`src/hdl/adc_seq_pkg.sv`:
```
/*
 * constants, types and helpers shared by the converter sequencer files.
 * assumes a 200 MHz pclk and a byte-addressed 32-bit APB register bus.
 */
package adc_seq_pkg;
   // clock and conversion timing
   localparam int CLK_PERIOD_NS = 5;
   localparam int CONV_TIME_NS = 13500;
   localparam int RES_BITS = 10;
   localparam int NUM_INPUTS = 16;
   localparam int NUM_RESULTS = 8;
   localparam int CONV_CYC = CONV_TIME_NS / CLK_PERIOD_NS;
   localparam int BIT_CYC = CONV_CYC / (RES_BITS + 1);
   localparam int SAMPLE_CYC = CONV_CYC - RES_BITS * BIT_CYC;
   localparam logic [11:0] BIT_CNT = 12'(BIT_CYC - 1);
   localparam logic [11:0] SAMPLE_CNT = 12'(SAMPLE_CYC - 1);

   // register byte offsets
   localparam logic [7:0] MODE_OFS = 8'h00;
   localparam logic [7:0] INT_STAT_OFS = 8'h04;
   localparam logic [7:0] INT_MASK_OFS = 8'h08;
   localparam logic [7:0] STATUS_OFS = 8'h0C;
   localparam logic [7:0] RESULT_BASE = 8'h20;
   localparam logic [7:0] RESULT_END = 8'h3C;

   // mode register fields
   localparam int MODE_EN_BIT = 0;
   localparam int MODE_START_BIT = 1;
   localparam int MODE_HW_BIT = 2;
   localparam int MODE_SCAN_BIT = 3;
   localparam int MODE_EDGE_BIT = 4;
   localparam int MODE_FIRST_LSB = 8;
   localparam int MODE_LAST_LSB = 12;

   // interrupt status fields and reset values
   localparam int INT_DONE_BIT = 0;
   localparam int INT_PASS_BIT = 1;
   localparam logic [1:0] INT_MASK_RST = 2'h0;
   localparam logic [3:0] CHAN_RST = 4'h0;
   localparam logic [9:0] SAR_MSB = 10'h200;
   localparam logic [9:0] SAR_LSB = 10'h001;

   typedef enum logic [1:0] {ST_IDLE, ST_SAMPLE, ST_CONVERT} seq_state_e;

   // drop the trial bit when the input sits below the dac level
   function automatic logic [9:0] sar_resolve(input logic [9:0] code, input logic [9:0] mask,
                                              input logic keep);
      sar_resolve = keep ? code : (code & ~mask);
   endfunction : sar_resolve
endpackage : adc_seq_pkg

```
`src/hdl/approx_register.sv`:
```
/*
 * successive approximation register: one trial bit per step, msb first.
 * assumes the sequencer times the steps and supplies the comparator level.
 */
`timescale 1ns/100ps
module approx_register (
   input wire logic pclk,
   input wire logic presetn,
   input wire logic load,
   input wire logic step,
   input wire logic comp_high,
   output logic [9:0] code,
   output logic [9:0] mask
);
   typedef struct packed {
      logic [9:0] code;
      logic [9:0] mask;
   } sar_s;

   sar_s r_r;
   sar_s r_nxt;

   always_comb begin
      r_nxt = r_r;
      if (load) begin
         r_nxt.code = adc_seq_pkg::SAR_MSB;
         r_nxt.mask = adc_seq_pkg::SAR_MSB;
      end else if (step) begin
         // resolve this bit, then try the next lower one
         r_nxt.code = adc_seq_pkg::sar_resolve(r_r.code, r_r.mask, comp_high) | (r_r.mask >> 1);
         r_nxt.mask = r_r.mask >> 1;
      end
   end

   always_ff @(posedge pclk or negedge presetn) begin
      if (!presetn) begin
         r_r <= '0;
      end else begin
         r_r <= r_nxt;
      end
   end

   assign code = r_r.code;
   assign mask = r_r.mask;
endmodule : approx_register

```
`src/hdl/result_store.sv`:
```
/*
 * eight 10-bit conversion result words, one write port, registered read.
 * assumes the read index is presented one cycle before the data is used.
 */
`timescale 1ns/100ps
module result_store (
   input wire logic pclk,
   input wire logic presetn,
   input wire logic wr_en,
   input wire logic [2:0] wr_idx,
   input wire logic [9:0] wr_data,
   input wire logic [2:0] rd_idx,
   output logic [9:0] rd_data
);
   typedef struct packed {
      logic [7:0][9:0] mem;
      logic [9:0] rd;
   } store_s;

   store_s r_r;
   store_s r_nxt;

   always_comb begin
      r_nxt = r_r;
      // word holds until the next write to the same slot
      if (wr_en) begin
         r_nxt.mem[wr_idx] = wr_data;
      end
      r_nxt.rd = r_r.mem[rd_idx];
   end

   always_ff @(posedge pclk or negedge presetn) begin
      if (!presetn) begin
         r_r <= '0;
      end else begin
         r_r <= r_nxt;
      end
   end

   assign rd_data = r_r.rd;
endmodule : result_store

```
`src/hdl/adc_sequence_control.sv`:
```
/*
 * sequencer for a 16-input successive approximation converter with
 * eight result words, apb registers and one level interrupt.
 * assumes an external comparator reports analog input >= dac_code, and
 * that the trigger pin is already synchronous to pclk.
 */
// Design decisions made here: the address map and the APB interface to the registers.
`timescale 1ns/100ps
// Contract
// - sixteen analog inputs selected through multiplexer
// - successive approximation, msb down to lsb
// - eight 10-bit result registers hold results
// - conversion timing counted in clock cycles
// - hardware start on external trigger edge
// - software start by mode register bit
// - scan mode steps through channel range
// - select mode repeats one chosen input
// - mode register controls start, mode, halt
// - interrupt on every result register transfer
module adc_sequence_control (
   input wire logic pclk,
   input wire logic presetn,
   input wire logic psel,
   input wire logic penable,
   input wire logic pwrite,
   input wire logic [7:0] paddr,
   input wire logic [31:0] pwdata,
   output logic [31:0] prdata,
   output logic pready,
   output logic pslverr,
   input wire logic external_trigger_input,
   input wire logic comparator_high,
   output logic [3:0] mux_select,
   output logic [9:0] dac_code,
   output logic sample_hold,
   output logic conversion_done_interrupt
);
   typedef struct packed {
      adc_seq_pkg::seq_state_e state;
      logic [11:0] cnt;
      logic [3:0] chan;
      logic [2:0] ridx;
      logic en;
      logic hw;
      logic scan;
      logic edge_fall;
      logic [3:0] first;
      logic [3:0] last;
      logic [1:0] int_stat;
      logic [1:0] int_mask;
      logic trig_prev;
   } ctl_s;

   ctl_s r_r;
   ctl_s r_nxt;

   logic [9:0] sar_code;
   logic [9:0] sar_mask;
   logic [9:0] rd_word;
   logic sar_load;
   logic sar_step;
   logic res_we;
   logic [9:0] res_data;
   logic wr_acc;
   logic rd_acc;
   logic sw_start;
   logic trig_edge;
   logic start;
   logic halt;
   logic last_bit;

   function automatic logic is_result(input logic [7:0] addr);
      is_result = (addr >= adc_seq_pkg::RESULT_BASE) && (addr <= adc_seq_pkg::RESULT_END)
                  && (addr[1:0] == 2'h0);
   endfunction : is_result

   function automatic logic is_mapped(input logic [7:0] addr);
      is_mapped = is_result(addr) || (addr == adc_seq_pkg::MODE_OFS)
                  || (addr == adc_seq_pkg::INT_STAT_OFS) || (addr == adc_seq_pkg::INT_MASK_OFS)
                  || (addr == adc_seq_pkg::STATUS_OFS);
   endfunction : is_mapped

   approx_register u_sar (
      .pclk(pclk),
      .presetn(presetn),
      .load(sar_load),
      .step(sar_step),
      .comp_high(comparator_high),
      .code(sar_code),
      .mask(sar_mask)
   );

   // read index comes straight from paddr so the word is ready by the access phase
   result_store u_store (
      .pclk(pclk),
      .presetn(presetn),
      .wr_en(res_we),
      .wr_idx(r_r.ridx),
      .wr_data(res_data),
      .rd_idx(paddr[4:2]),
      .rd_data(rd_word)
   );

   assign wr_acc = psel && penable && pwrite;
   assign rd_acc = psel && penable && !pwrite;
   assign last_bit = (sar_mask == adc_seq_pkg::SAR_LSB);
   assign res_data = adc_seq_pkg::sar_resolve(sar_code, sar_mask, comparator_high);

   always_comb begin
      r_nxt = r_r;
      sar_load = 1'b0;
      sar_step = 1'b0;
      res_we = 1'b0;
      sw_start = 1'b0;
      r_nxt.trig_prev = external_trigger_input;

      // mode register: halt, start source, scan or select, channel range
      if (wr_acc && (paddr == adc_seq_pkg::MODE_OFS)) begin
         r_nxt.en = pwdata[adc_seq_pkg::MODE_EN_BIT];
         r_nxt.hw = pwdata[adc_seq_pkg::MODE_HW_BIT];
         r_nxt.scan = pwdata[adc_seq_pkg::MODE_SCAN_BIT];
         r_nxt.edge_fall = pwdata[adc_seq_pkg::MODE_EDGE_BIT];
         r_nxt.first = pwdata[adc_seq_pkg::MODE_FIRST_LSB +: 4];
         r_nxt.last = pwdata[adc_seq_pkg::MODE_LAST_LSB +: 4];
         sw_start = pwdata[adc_seq_pkg::MODE_START_BIT];
      end
      if (wr_acc && (paddr == adc_seq_pkg::INT_MASK_OFS)) begin
         r_nxt.int_mask = pwdata[1:0];
      end
      // read clears; sets below come later and so win in the same cycle
      if (rd_acc && (paddr == adc_seq_pkg::INT_STAT_OFS)) begin
         r_nxt.int_stat = 2'h0;
      end

      // pin edge only counts while hardware start is chosen
      trig_edge = r_nxt.hw && (r_r.edge_fall ? (r_r.trig_prev && !external_trigger_input)
                                             : (!r_r.trig_prev && external_trigger_input));
      // software start bit ignored in hardware start mode
      start = r_nxt.en && (r_nxt.hw ? trig_edge : sw_start);
      halt = !r_nxt.en;

      if (!halt && !start) begin
         case (r_r.state)
            adc_seq_pkg::ST_IDLE: begin
               r_nxt.cnt = 12'h000;
            end
            adc_seq_pkg::ST_SAMPLE: begin
               // sample window then ten bit periods, all cycle counted
               if (r_r.cnt == 12'h000) begin
                  r_nxt.state = adc_seq_pkg::ST_CONVERT;
                  r_nxt.cnt = adc_seq_pkg::BIT_CNT;
                  sar_load = 1'b1;
               end else begin
                  r_nxt.cnt = r_r.cnt - 12'h001;
               end
            end
            adc_seq_pkg::ST_CONVERT: begin
               if (r_r.cnt == 12'h000) begin
                  sar_step = 1'b1;
                  r_nxt.cnt = adc_seq_pkg::BIT_CNT;
                  if (last_bit) begin
                     res_we = 1'b1;
                     r_nxt.int_stat[adc_seq_pkg::INT_DONE_BIT] = 1'b1;
                     r_nxt.ridx = r_r.ridx + 3'h1;
                     r_nxt.state = adc_seq_pkg::ST_SAMPLE;
                     r_nxt.cnt = adc_seq_pkg::SAMPLE_CNT;
                     if (r_r.scan) begin
                        // scan walks first..last then starts over
                        if (r_r.chan == r_r.last) begin
                           r_nxt.chan = r_r.first;
                           r_nxt.int_stat[adc_seq_pkg::INT_PASS_BIT] = 1'b1;
                        end else begin
                           r_nxt.chan = r_r.chan + 4'h1;
                        end
                     end else begin
                        r_nxt.chan = r_r.first;
                     end
                  end
               end else begin
                  r_nxt.cnt = r_r.cnt - 12'h001;
               end
            end
            default: begin
               r_nxt.state = adc_seq_pkg::ST_IDLE;
            end
         endcase
      end

      // a fresh start restarts the sequence from the first channel
      if (start) begin
         r_nxt.state = adc_seq_pkg::ST_SAMPLE;
         r_nxt.cnt = adc_seq_pkg::SAMPLE_CNT;
         r_nxt.chan = r_nxt.first;
         r_nxt.ridx = 3'h0;
      end
      // halt drops any conversion; no write, no interrupt reaches this path
      if (halt) begin
         r_nxt.state = adc_seq_pkg::ST_IDLE;
         r_nxt.cnt = 12'h000;
      end
   end

   always_ff @(posedge pclk or negedge presetn) begin
      if (!presetn) begin
         r_r <= '{state: adc_seq_pkg::ST_IDLE, cnt: 12'h000, chan: adc_seq_pkg::CHAN_RST,
                  ridx: 3'h0, en: 1'b0, hw: 1'b0, scan: 1'b0, edge_fall: 1'b0,
                  first: adc_seq_pkg::CHAN_RST, last: adc_seq_pkg::CHAN_RST, int_stat: 2'h0,
                  int_mask: adc_seq_pkg::INT_MASK_RST, trig_prev: 1'b0};
      end else begin
         r_r <= r_nxt;
      end
   end

   // register read mux; unmapped or misaligned reads give zero and an error
   always_comb begin
      prdata = 32'h0000_0000;
      if (is_result(paddr)) begin
         prdata = {22'h00_0000, rd_word};
      end else begin
         case (paddr)
            adc_seq_pkg::MODE_OFS: begin
               prdata = {16'h0000, r_r.last, r_r.first, 3'h0, r_r.edge_fall, r_r.scan,
                         r_r.hw, 1'b0, r_r.en};
            end
            adc_seq_pkg::INT_STAT_OFS: begin
               prdata = {30'h0000_0000, r_r.int_stat};
            end
            adc_seq_pkg::INT_MASK_OFS: begin
               prdata = {30'h0000_0000, r_r.int_mask};
            end
            adc_seq_pkg::STATUS_OFS: begin
               prdata = {21'h00_0000, r_r.ridx, r_r.chan, 3'h0,
                         (r_r.state != adc_seq_pkg::ST_IDLE)};
            end
            default: begin
               prdata = 32'h0000_0000;
            end
         endcase
      end
   end

   // zero wait states: the result word was fetched during the setup cycle
   assign pready = 1'b1;
   assign pslverr = psel && penable && !is_mapped(paddr);

   assign mux_select = r_r.chan;
   assign dac_code = sar_code;
   assign sample_hold = (r_r.state == adc_seq_pkg::ST_SAMPLE);
   assign conversion_done_interrupt = |(r_r.int_stat & r_r.int_mask);
endmodule : adc_sequence_control

```
`config.mk`:
```
export PLATFORM = sky130hd
export DESIGN_NAME = adc_sequence_control
export DESIGN_NICKNAME = d
export VERILOG_FILES = /design/src/hdl/adc_seq_pkg.sv /design/src/hdl/approx_register.sv /design/src/hdl/result_store.sv /design/src/hdl/adc_sequence_control.sv
export SDC_FILE = /design/constraint.sdc
export NUM_CORES = 1
export LEC_CHECK = 0
export BUFFER_PORTS_ARGS = -buffer_cell sky130_fd_sc_hd__clkbuf_2
export CORE_MARGIN = 2
export CORE_UTILIZATION = 40
export CTS_BUF_LIST = sky130_fd_sc_hd__clkbuf_8 sky130_fd_sc_hd__clkbuf_16
export DETAILED_ROUTE_END_ITERATION = 8
export GPL_TIMING_DRIVEN = 0
export HOLD_SLACK_MARGIN = 0.1
export PLACE_DENSITY = 0.64
export SYNTH_ARGS = -nofsm -noshare
export SYNTH_HDL_FRONTEND = slang
export SYNTH_SLANG_ARGS = --single-unit
export TNS_END_PERCENT = 30
```
`constraint.sdc`:
```
create_clock -name pclk -period 2.34 [get_ports pclk]
set_input_delay 0.234 -clock pclk [delete_from_list [all_inputs] [get_ports pclk]]
set_output_delay 0.234 -clock pclk [all_outputs]
set_load 0.1 [all_outputs]
```
==> results.yml, run 1 <==
power:
  p_leak_nw: 4.23
  pwr_density_cell_nw_per_um2: 636
  peakVddDrop_v: 0.000593
setup_path:
  crit_end: "prdata[0]"
  start_kind: "flip-flop"
  critPathTopFamily: "multiplexers"
  crit_cells: 6
  startpoint: "r_r[36]$_DFFE_PN0P_"
  crit_slowest_cell: "mux4_2"
  path_cells: "inv_1 -> ha_2 -> inv_2 -> mux4_2 -> a22o_1 -> buf_8"
  r2r_end: "mux_select[3]$_DFFE_PN0P_"
  r2r-start: "r_r[13]$_DFFE_PN0N_"
  arrival_ps: 2120
  r2r_cells: 8
  worstPathRequired_ps: 2110
  end_kind: "output port"
  r2r_setup_slack_ps: 50
  cpPeakStageDelay_ps: 490
  critPathKind: "flip-flop to output port"
  crit_buf_inv: 3
  worst-path-max-fanout: 4
die:
  die_y_um: 139
  die_area_um2: 19400
  die_x_um: 139
  core_region_area_um2: 18000
  start_util_pct: 40.8
  rows: 49
  pin_count: 97
clocking:
  clock_latency_ps: 430
  clkTransAtPathRegs_ps: 60
  cts_tree: "done"
  cts_buffers: 17
  cts-root-buf: "clkbuf_16"
  h-tree-depth: 4
  cts.sinks: 148
  clock_path_buffers: 2
min_path:
  min_path_type: "input pin to flip-flop"
timing:
  grt_setup_unrepaired: "true"
  tns_ps: -12.4
  relSlewSlack_pct: 36.6
  skew_ps: 8.77
  post-route-period-util_pct: 101
  setup_viol: 1
  setup_slack_ps: -12.4
  finalCriticalPeriod_ps: 2350
  hold_violations: 0
  worst_slew_pin_slew_ps: 945
  fmax_ghz: 0.425
  slew_viol_final: 0
grt:
  antenna_found_initial: 0
  grt_pass1_vias: 5777
  grt_max_degree: 113
  grt_pass1_wl_um: 31300
  track_usage_pct: 20.5
  overflow: 0
drt:
  drt_iter0_drc: 349
  drc_errors: 0
  wl_per_cell_um: 18.3
  ant_nets: 0
  post_drt_via_cell_ratio: 5.49
  drt_pre_antenna_iters: 7
  num_vias: 5762
  postRouteWirelength_um: 19200
synthesis:
  synth_flop_cell: "dfrtp_1"
  synth_edf_count: 0
  syn_inst: 697
  synthArstFlopShare_pct: 100
  syn_avg_cell_area_um2: 10.5
  synth_warnings: 0
  ys_ff_latch: 148
  ys_seq_area_share_pct: 50.6
  synth_cell_types: 55
  netlist_area_um2: 7330
run_status:
  violations: "setup timing"
  status: "finished with violations"
layout:
  num-fill-cells: 1625
  area_growth_pct: 24.3
  antenna_cells: 0
  drive_gt1_share_pct: 27.3
  final_net_count: 865
place:
  io_buffers: 57
  dpl.hpwl_um: 13000
  place_ws_ps: -490
  place_congestion: 0.821
run:
  cap_violations: 0
## state kept, by name, summed over array words and instances, names as in the netlist
register and count:
r_r 34, u_store.rd_data 10, u_sar.mask 10, mux_select 4, u_store.r_r 80, u_sar.code 10
## timing repair
item / 4_1_cts / 5_1_grt
pin swaps: 4 / 1
hold buffers: 13 / 0
gates cloned: 0 / 0
endpoints found under the hold margin: 48 / 0
resized for setup: 46 / 73
buffers inserted: 5 / 4
setup endpoints to repair: 103 / 112
## layer usage
metal / GRT usage (%) / vias up / part of all wire (%)
li1: - / 2714 / -
met1: 28.5 / 2875 / 46
met2: 32.5 / 152 / 48
met3: 4.68 / 21 / 5.1
met4: 6.17 / 0 / 1.4
met5: 0 / - / 0
## cell usage in the layout, fill, tap and decap left out, types with 21 or more instances in the layout
cell | netlist | layout
o21ai_0 | 103 | 49
nor2_1 | 27 | 26
nand2_1 | 124 | 120
inv_1 | 24 | 24
a22o_1 | 25 | 25
buf_4 | 23 | 31
mux4_2 | 21 | 21
o21ai_1 | 10 | 54
clkbuf_2 | 0 | 56
dfrtp_1 | 148 | 148
## stage by stage
| step | instances | hold slack (ps) | utilization, % | area, um^2 | total power, mW |
|---|---|---|---|---|---|
| after floorplan | 712 | -61.6 | - | 7400 | 2.83 |
| after global placement | 998 | 368 | 44.4 | 7970 | 2.93 |
| after detailed placement | 999 | 177 | 44.6 | 8010 | 2.94 |
| after CTS | 1047 | 106 | 49.7 | 8940 | 5.83 |
| after global routing | 1050 | 145 | 50.7 | 9100 | 5.96 |
| final | 1050 | 115 | 50.7 | 9100 | 5.79 |
## worst register-to-register path: cells and delay by family (launching register included)
kind	cells	cell delay (ps)
compound gates	4	690
flops	1	430
simple gates	1	540
mux	1	120
buf+inv	2	390
## final cells by class
cell class | count | area (um^2) | area share [%]
sequential | 148 | 3700 | 40.7
multi-input combinational | 494 | 3580 | 39.3
timing repair buffer | 80 | 546 | 5.99
clock buffer | 19 | 453 | 4.98
buffer | 45 | 287 | 3.15
tap | 229 | 287 | 3.15
clock inverter | 11 | 161 | 1.77
inverter | 24 | 90.1 | 0.990
## Yosys cell counts (all sizes together) (6+ instances only)
master    n  share of area, %
and3      6              0.51
mux2     20               3.1
nor3     11               1.1
a22o     25               3.0
ha        8               1.4
nand4    14               2.0
inv      24               1.2
dfrtp   148                51
a22oi     7              0.72
buf      34               3.0
o21ai   113               7.7
nor2     27               1.4
mux2i    12               1.6
a21oi    12              0.82
nand2   124               6.4
o21a      6              0.61
nand3    11              0.82
and2      6              0.51
clkbuf   12              0.61
mux4     21               6.5
## cells by family (layout without fill, tap and decap cells)
logic type                 Yosys count  after routing  synth area share, %
DFF                                148            148                 50.6
adders and majority gates            8              8                 1.37
and+or+nand+nor                    223            223                 15.6
AOI/OAI and AO/OA                  186            186                 15.5
other                                2             17                0.103
muxes                               53             53                 11.2
buffers and inverters               70            179                 4.88
xor gates and xnor gates             7              7                0.837
## how the worst min path moves through the flow
stage / startpoint / to / slack (ps) / cells past startpoint
floorplan: presetn / mux_select[0]$_DFFE_PN0P_ / -60 / 0
global placement: external_trigger_input / r_r[0]$_DFF_PN0_ / 370 / 1
detailed placement: presetn / r_r[26]$_DFFE_PN0P_ / 180 / 1
CTS: pwdata[2] / r_r[15]$_DFF_PN0_ / 110 / 2
global route: pwdata[0] / r_r[1]$_DFFE_PN0P_ / 140 / 3
finish: pwdata[0] / r_r[1]$_DFFE_PN0P_ / 120 / 3
## report_power, final
part           total (mW)  internal, mW  switching, mW
Combinational       0.345        0.0914          0.253
Sequential           2.57          2.56        0.00407
Clock                2.88          1.82           1.06
(Power assumes the default switching activity.)
==> run 2: changes to the inputs <==
--- a/config.mk
+++ b/config.mk
@@ -15,5 +15,6 @@
 export PLACE_DENSITY = 0.64
 export SYNTH_ARGS = -nofsm -noshare
 export SYNTH_HDL_FRONTEND = slang
+export SYNTH_HIERARCHICAL = 1
 export SYNTH_SLANG_ARGS = --single-unit
 export TNS_END_PERCENT = 30
==> run 2 against run 1 <==
The flow still finishes with violations (setup timing). Fmax down 3.6%. First-iteration DRC count up 2.9%. Non-clock buffer count up 25. Clock skew down 1.6 ps. Critical endpoint is now u_store/r_r[13]$_DFFE_PN0P_. Largest power group unchanged. Worst hold slack worse by 4.6 ps. Highest routed layer unchanged.
==> results.yml, run 2 <==
die:
  die_x_um: 142
  start_util_pct: 40.9
  rows: 50
  core_region_area_um2: 18800
  die_area_um2: 20300
  die_y_um: 142
  pin_count: 97
min_path:
  holdCritStartpoint: "pwdata[0]"
  min_path_type: "input pin to flip-flop"
layout:
  top_register: "u_store/r_r"
  final_cell_mix: "dfrtp_1, mux2_2, buf_4, clkbuf_2, mux2_4"
  antenna_cells: 0
  final_area_um2: 9710
  largest_reg_flops: 80
  area_growth_pct: 26.6
  final_common_cell: "dfrtp_1"
  drive_gt1_share_pct: 43.1
  final_net_count: 781
  reg.largest.list: "u_store/r_r: 80 flops, r_r: 34 flops"
  fin_util_pct: 51.7
power:
  peakVddDrop_v: 0.000429
  p_leak_nw: 4.79
  pwr_density_cell_nw_per_um2: 616
grt:
  grt_pass1_vias: 5605
  grt_pass1_wl_um: 30200
  overflow: 0
  grt_max_degree: 120
  track_usage_pct: 19.1
  antenna_found_initial: 0
timing:
  finalCriticalPeriod_ps: 2440
  fmax_ghz: 0.410
  slew_viol_final: 0
  tns_ps: -1730
  post-route-period-util_pct: 104
  grt_setup_unrepaired: "true"
  skew_ps: 7.17
  setup_viol: 46
  setup_slack_ps: -99.6
  relSlewSlack_pct: 13.5
  worst_slew_pin_slew_ps: 1290
  hold_ws_ps: 111
  hold_violations: 0
drt:
  drt_pre_antenna_iters: 4
  ant_nets: 0
  wl_per_cell_um: 19.3
  postRouteWirelength_um: 18800
  num_vias: 5364
  drc_errors: 0
  post_drt_via_cell_ratio: 5.51
  drt_iter0_drc: 359
synthesis:
  syn_avg_cell_area_um2: 12.8
  synthArstFlopShare_pct: 100
  synth_warnings: 6
  synth_cell_types: 71
  synth_most_common_cell: "dfrtp_1"
  netlist_area_um2: 7670
  synth_common_cells: "dfrtp_1, mux2_2, buf_4"
  synth_flop_cell: "dfrtp_1"
  synth.largest_area_cell: "dfrtp_1"
  ys_seq_area_share_pct: 48.3
  ys_ff_latch: 148
  yosys.area.top_type_share_pct: 48.3
  syn_inst: 601
  synth_edf_count: 0
  synth.area.top_cells: "dfrtp_1, mux2_2, mux4_1"
clocking:
  clock_latency_ps: 420
  clkTransAtPathRegs_ps: 60
  cts_tree: "done"
  cts.sinks: 148
  cts_buffers: 17
  h-tree-depth: 4
  cts-root-buf: "clkbuf_16"
  clock_path_buffers: 2
setup_path:
  r2r_cells: 10
  critPathKind: "flip-flop to flip-flop"
  worstPathRequired_ps: 2640
  end_kind: "flip-flop"
  r2r_setup_slack_ps: -100
  worst-path-max-fanout: 8
  startpoint: "r_r[24]$_DFFE_PN0P_"
  crit_end: "u_store/r_r[13]$_DFFE_PN0P_"
  r2r-start: "r_r[24]$_DFFE_PN0P_"
  arrival_ps: 2740
  r2r_end: "u_store/r_r[13]$_DFFE_PN0P_"
  start_kind: "flip-flop"
place:
  dpl.hpwl_um: 12200
  io_buffers: 59
  place_ws_ps: -820
  place_congestion: 0.805
  placed_cell_area_um2: 8380
run_status:
  status: "finished with violations"
  violations: "setup timing"
run:
  cap_violations: 0
## run 2: changes by cell type after synthesis, sizes merged, moves of 10 or more
cell / before / now
a21boi: 2 / 12
a21oi: 12 / 31
a22o: 25 / 9
a31oi: 2 / 12
buf: 34 / 49
inv: 24 / 13
mux2: 20 / 103
nand2: 124 / 28
nand4: 14 / 3
o21ai: 113 / 12
## run 2: how the worst min path moves through the flow
stage / end / depth (start not counted) / slack [ps]
after floorplan: mux_select[0]$_DFFE_PN0P_ / 0 / -60
after global placement: r_r[0]$_DFF_PN0_ / 1 / 370
after detailed placement: u_sar/code[6]$_DFFE_PN0P_ / 1 / 150
after CTS: r_r[15]$_DFF_PN0_ / 2 / 100
after global routing: r_r[15]$_DFF_PN0_ / 2 / 100
final: r_r[1]$_DFFE_PN0P_ / 2 / 110
## run 2: where the power goes
group	switching (mW)	leakage, nW	internal, mW
Combinational	0.238	2.40	0.0889
Clock	1.06	0.325	2.02
Sequential	0.00380	2.06	2.56
## run 2: cell families (layout without fill, tap and decap cells)
group           after synthesis  count (layout)  share of synthesized area (%)
xor+xnor                     12              12                           1.37
buf+inv                      71             195                           5.91
other cells                   2              17                         0.0979
compound gates              110             110                           10.6
mux                         127             127                           22.9
fa+ha+maj                     7               7                           1.14
simple gates                124             124                           9.71
flops                       148             148                           48.3
## run 2: critical path, stage by stage, from the launching register on
cell	delay [ps]
dfrtp_1	410
inv_2	90
ha_1	160
nor2b_4	160
nand4_1	200
nor3_4	230
nand3_2	130
inv_4	110
nor4b_4	310
buf_6	210
mux2_4	300
## run 2: per-layer routing
metal  wire length, um  GRT usage, %  up-vias
li1                  -             -     2447
met1              8230          24.9     2728
met2              9450          31.9      153
met3               758          3.53       36
met4               388          6.98        0
met5                 0             0        -
## run 2: area by class of cell
class,count,area [um^2]
fill,1577,9060
multi-input combinational,397,3840
sequential,148,3710
timing repair buffer,92,656
buffer,58,478
clock buffer,18,439
tap,234,293
clock inverter,14,233
inverter,13,53.8
## run 2: per-stage QoR
step                cells  total power, mW
CTS                   964             6.03
finish                974             5.98
global placement      909             2.91
floorplan             616             2.82
global route          974             6.16
detailed placement    910             2.92
## run 2: repair_timing
action                                 4_1_cts  5_1_grt
cloned                                       1        0
setup endpoints to repair                  113      107
setup buffers                                8       10
endpoints found under the hold margin       41        0
resized for setup                           84       33
pin swaps                                    7       10
hold buffers                                13        0
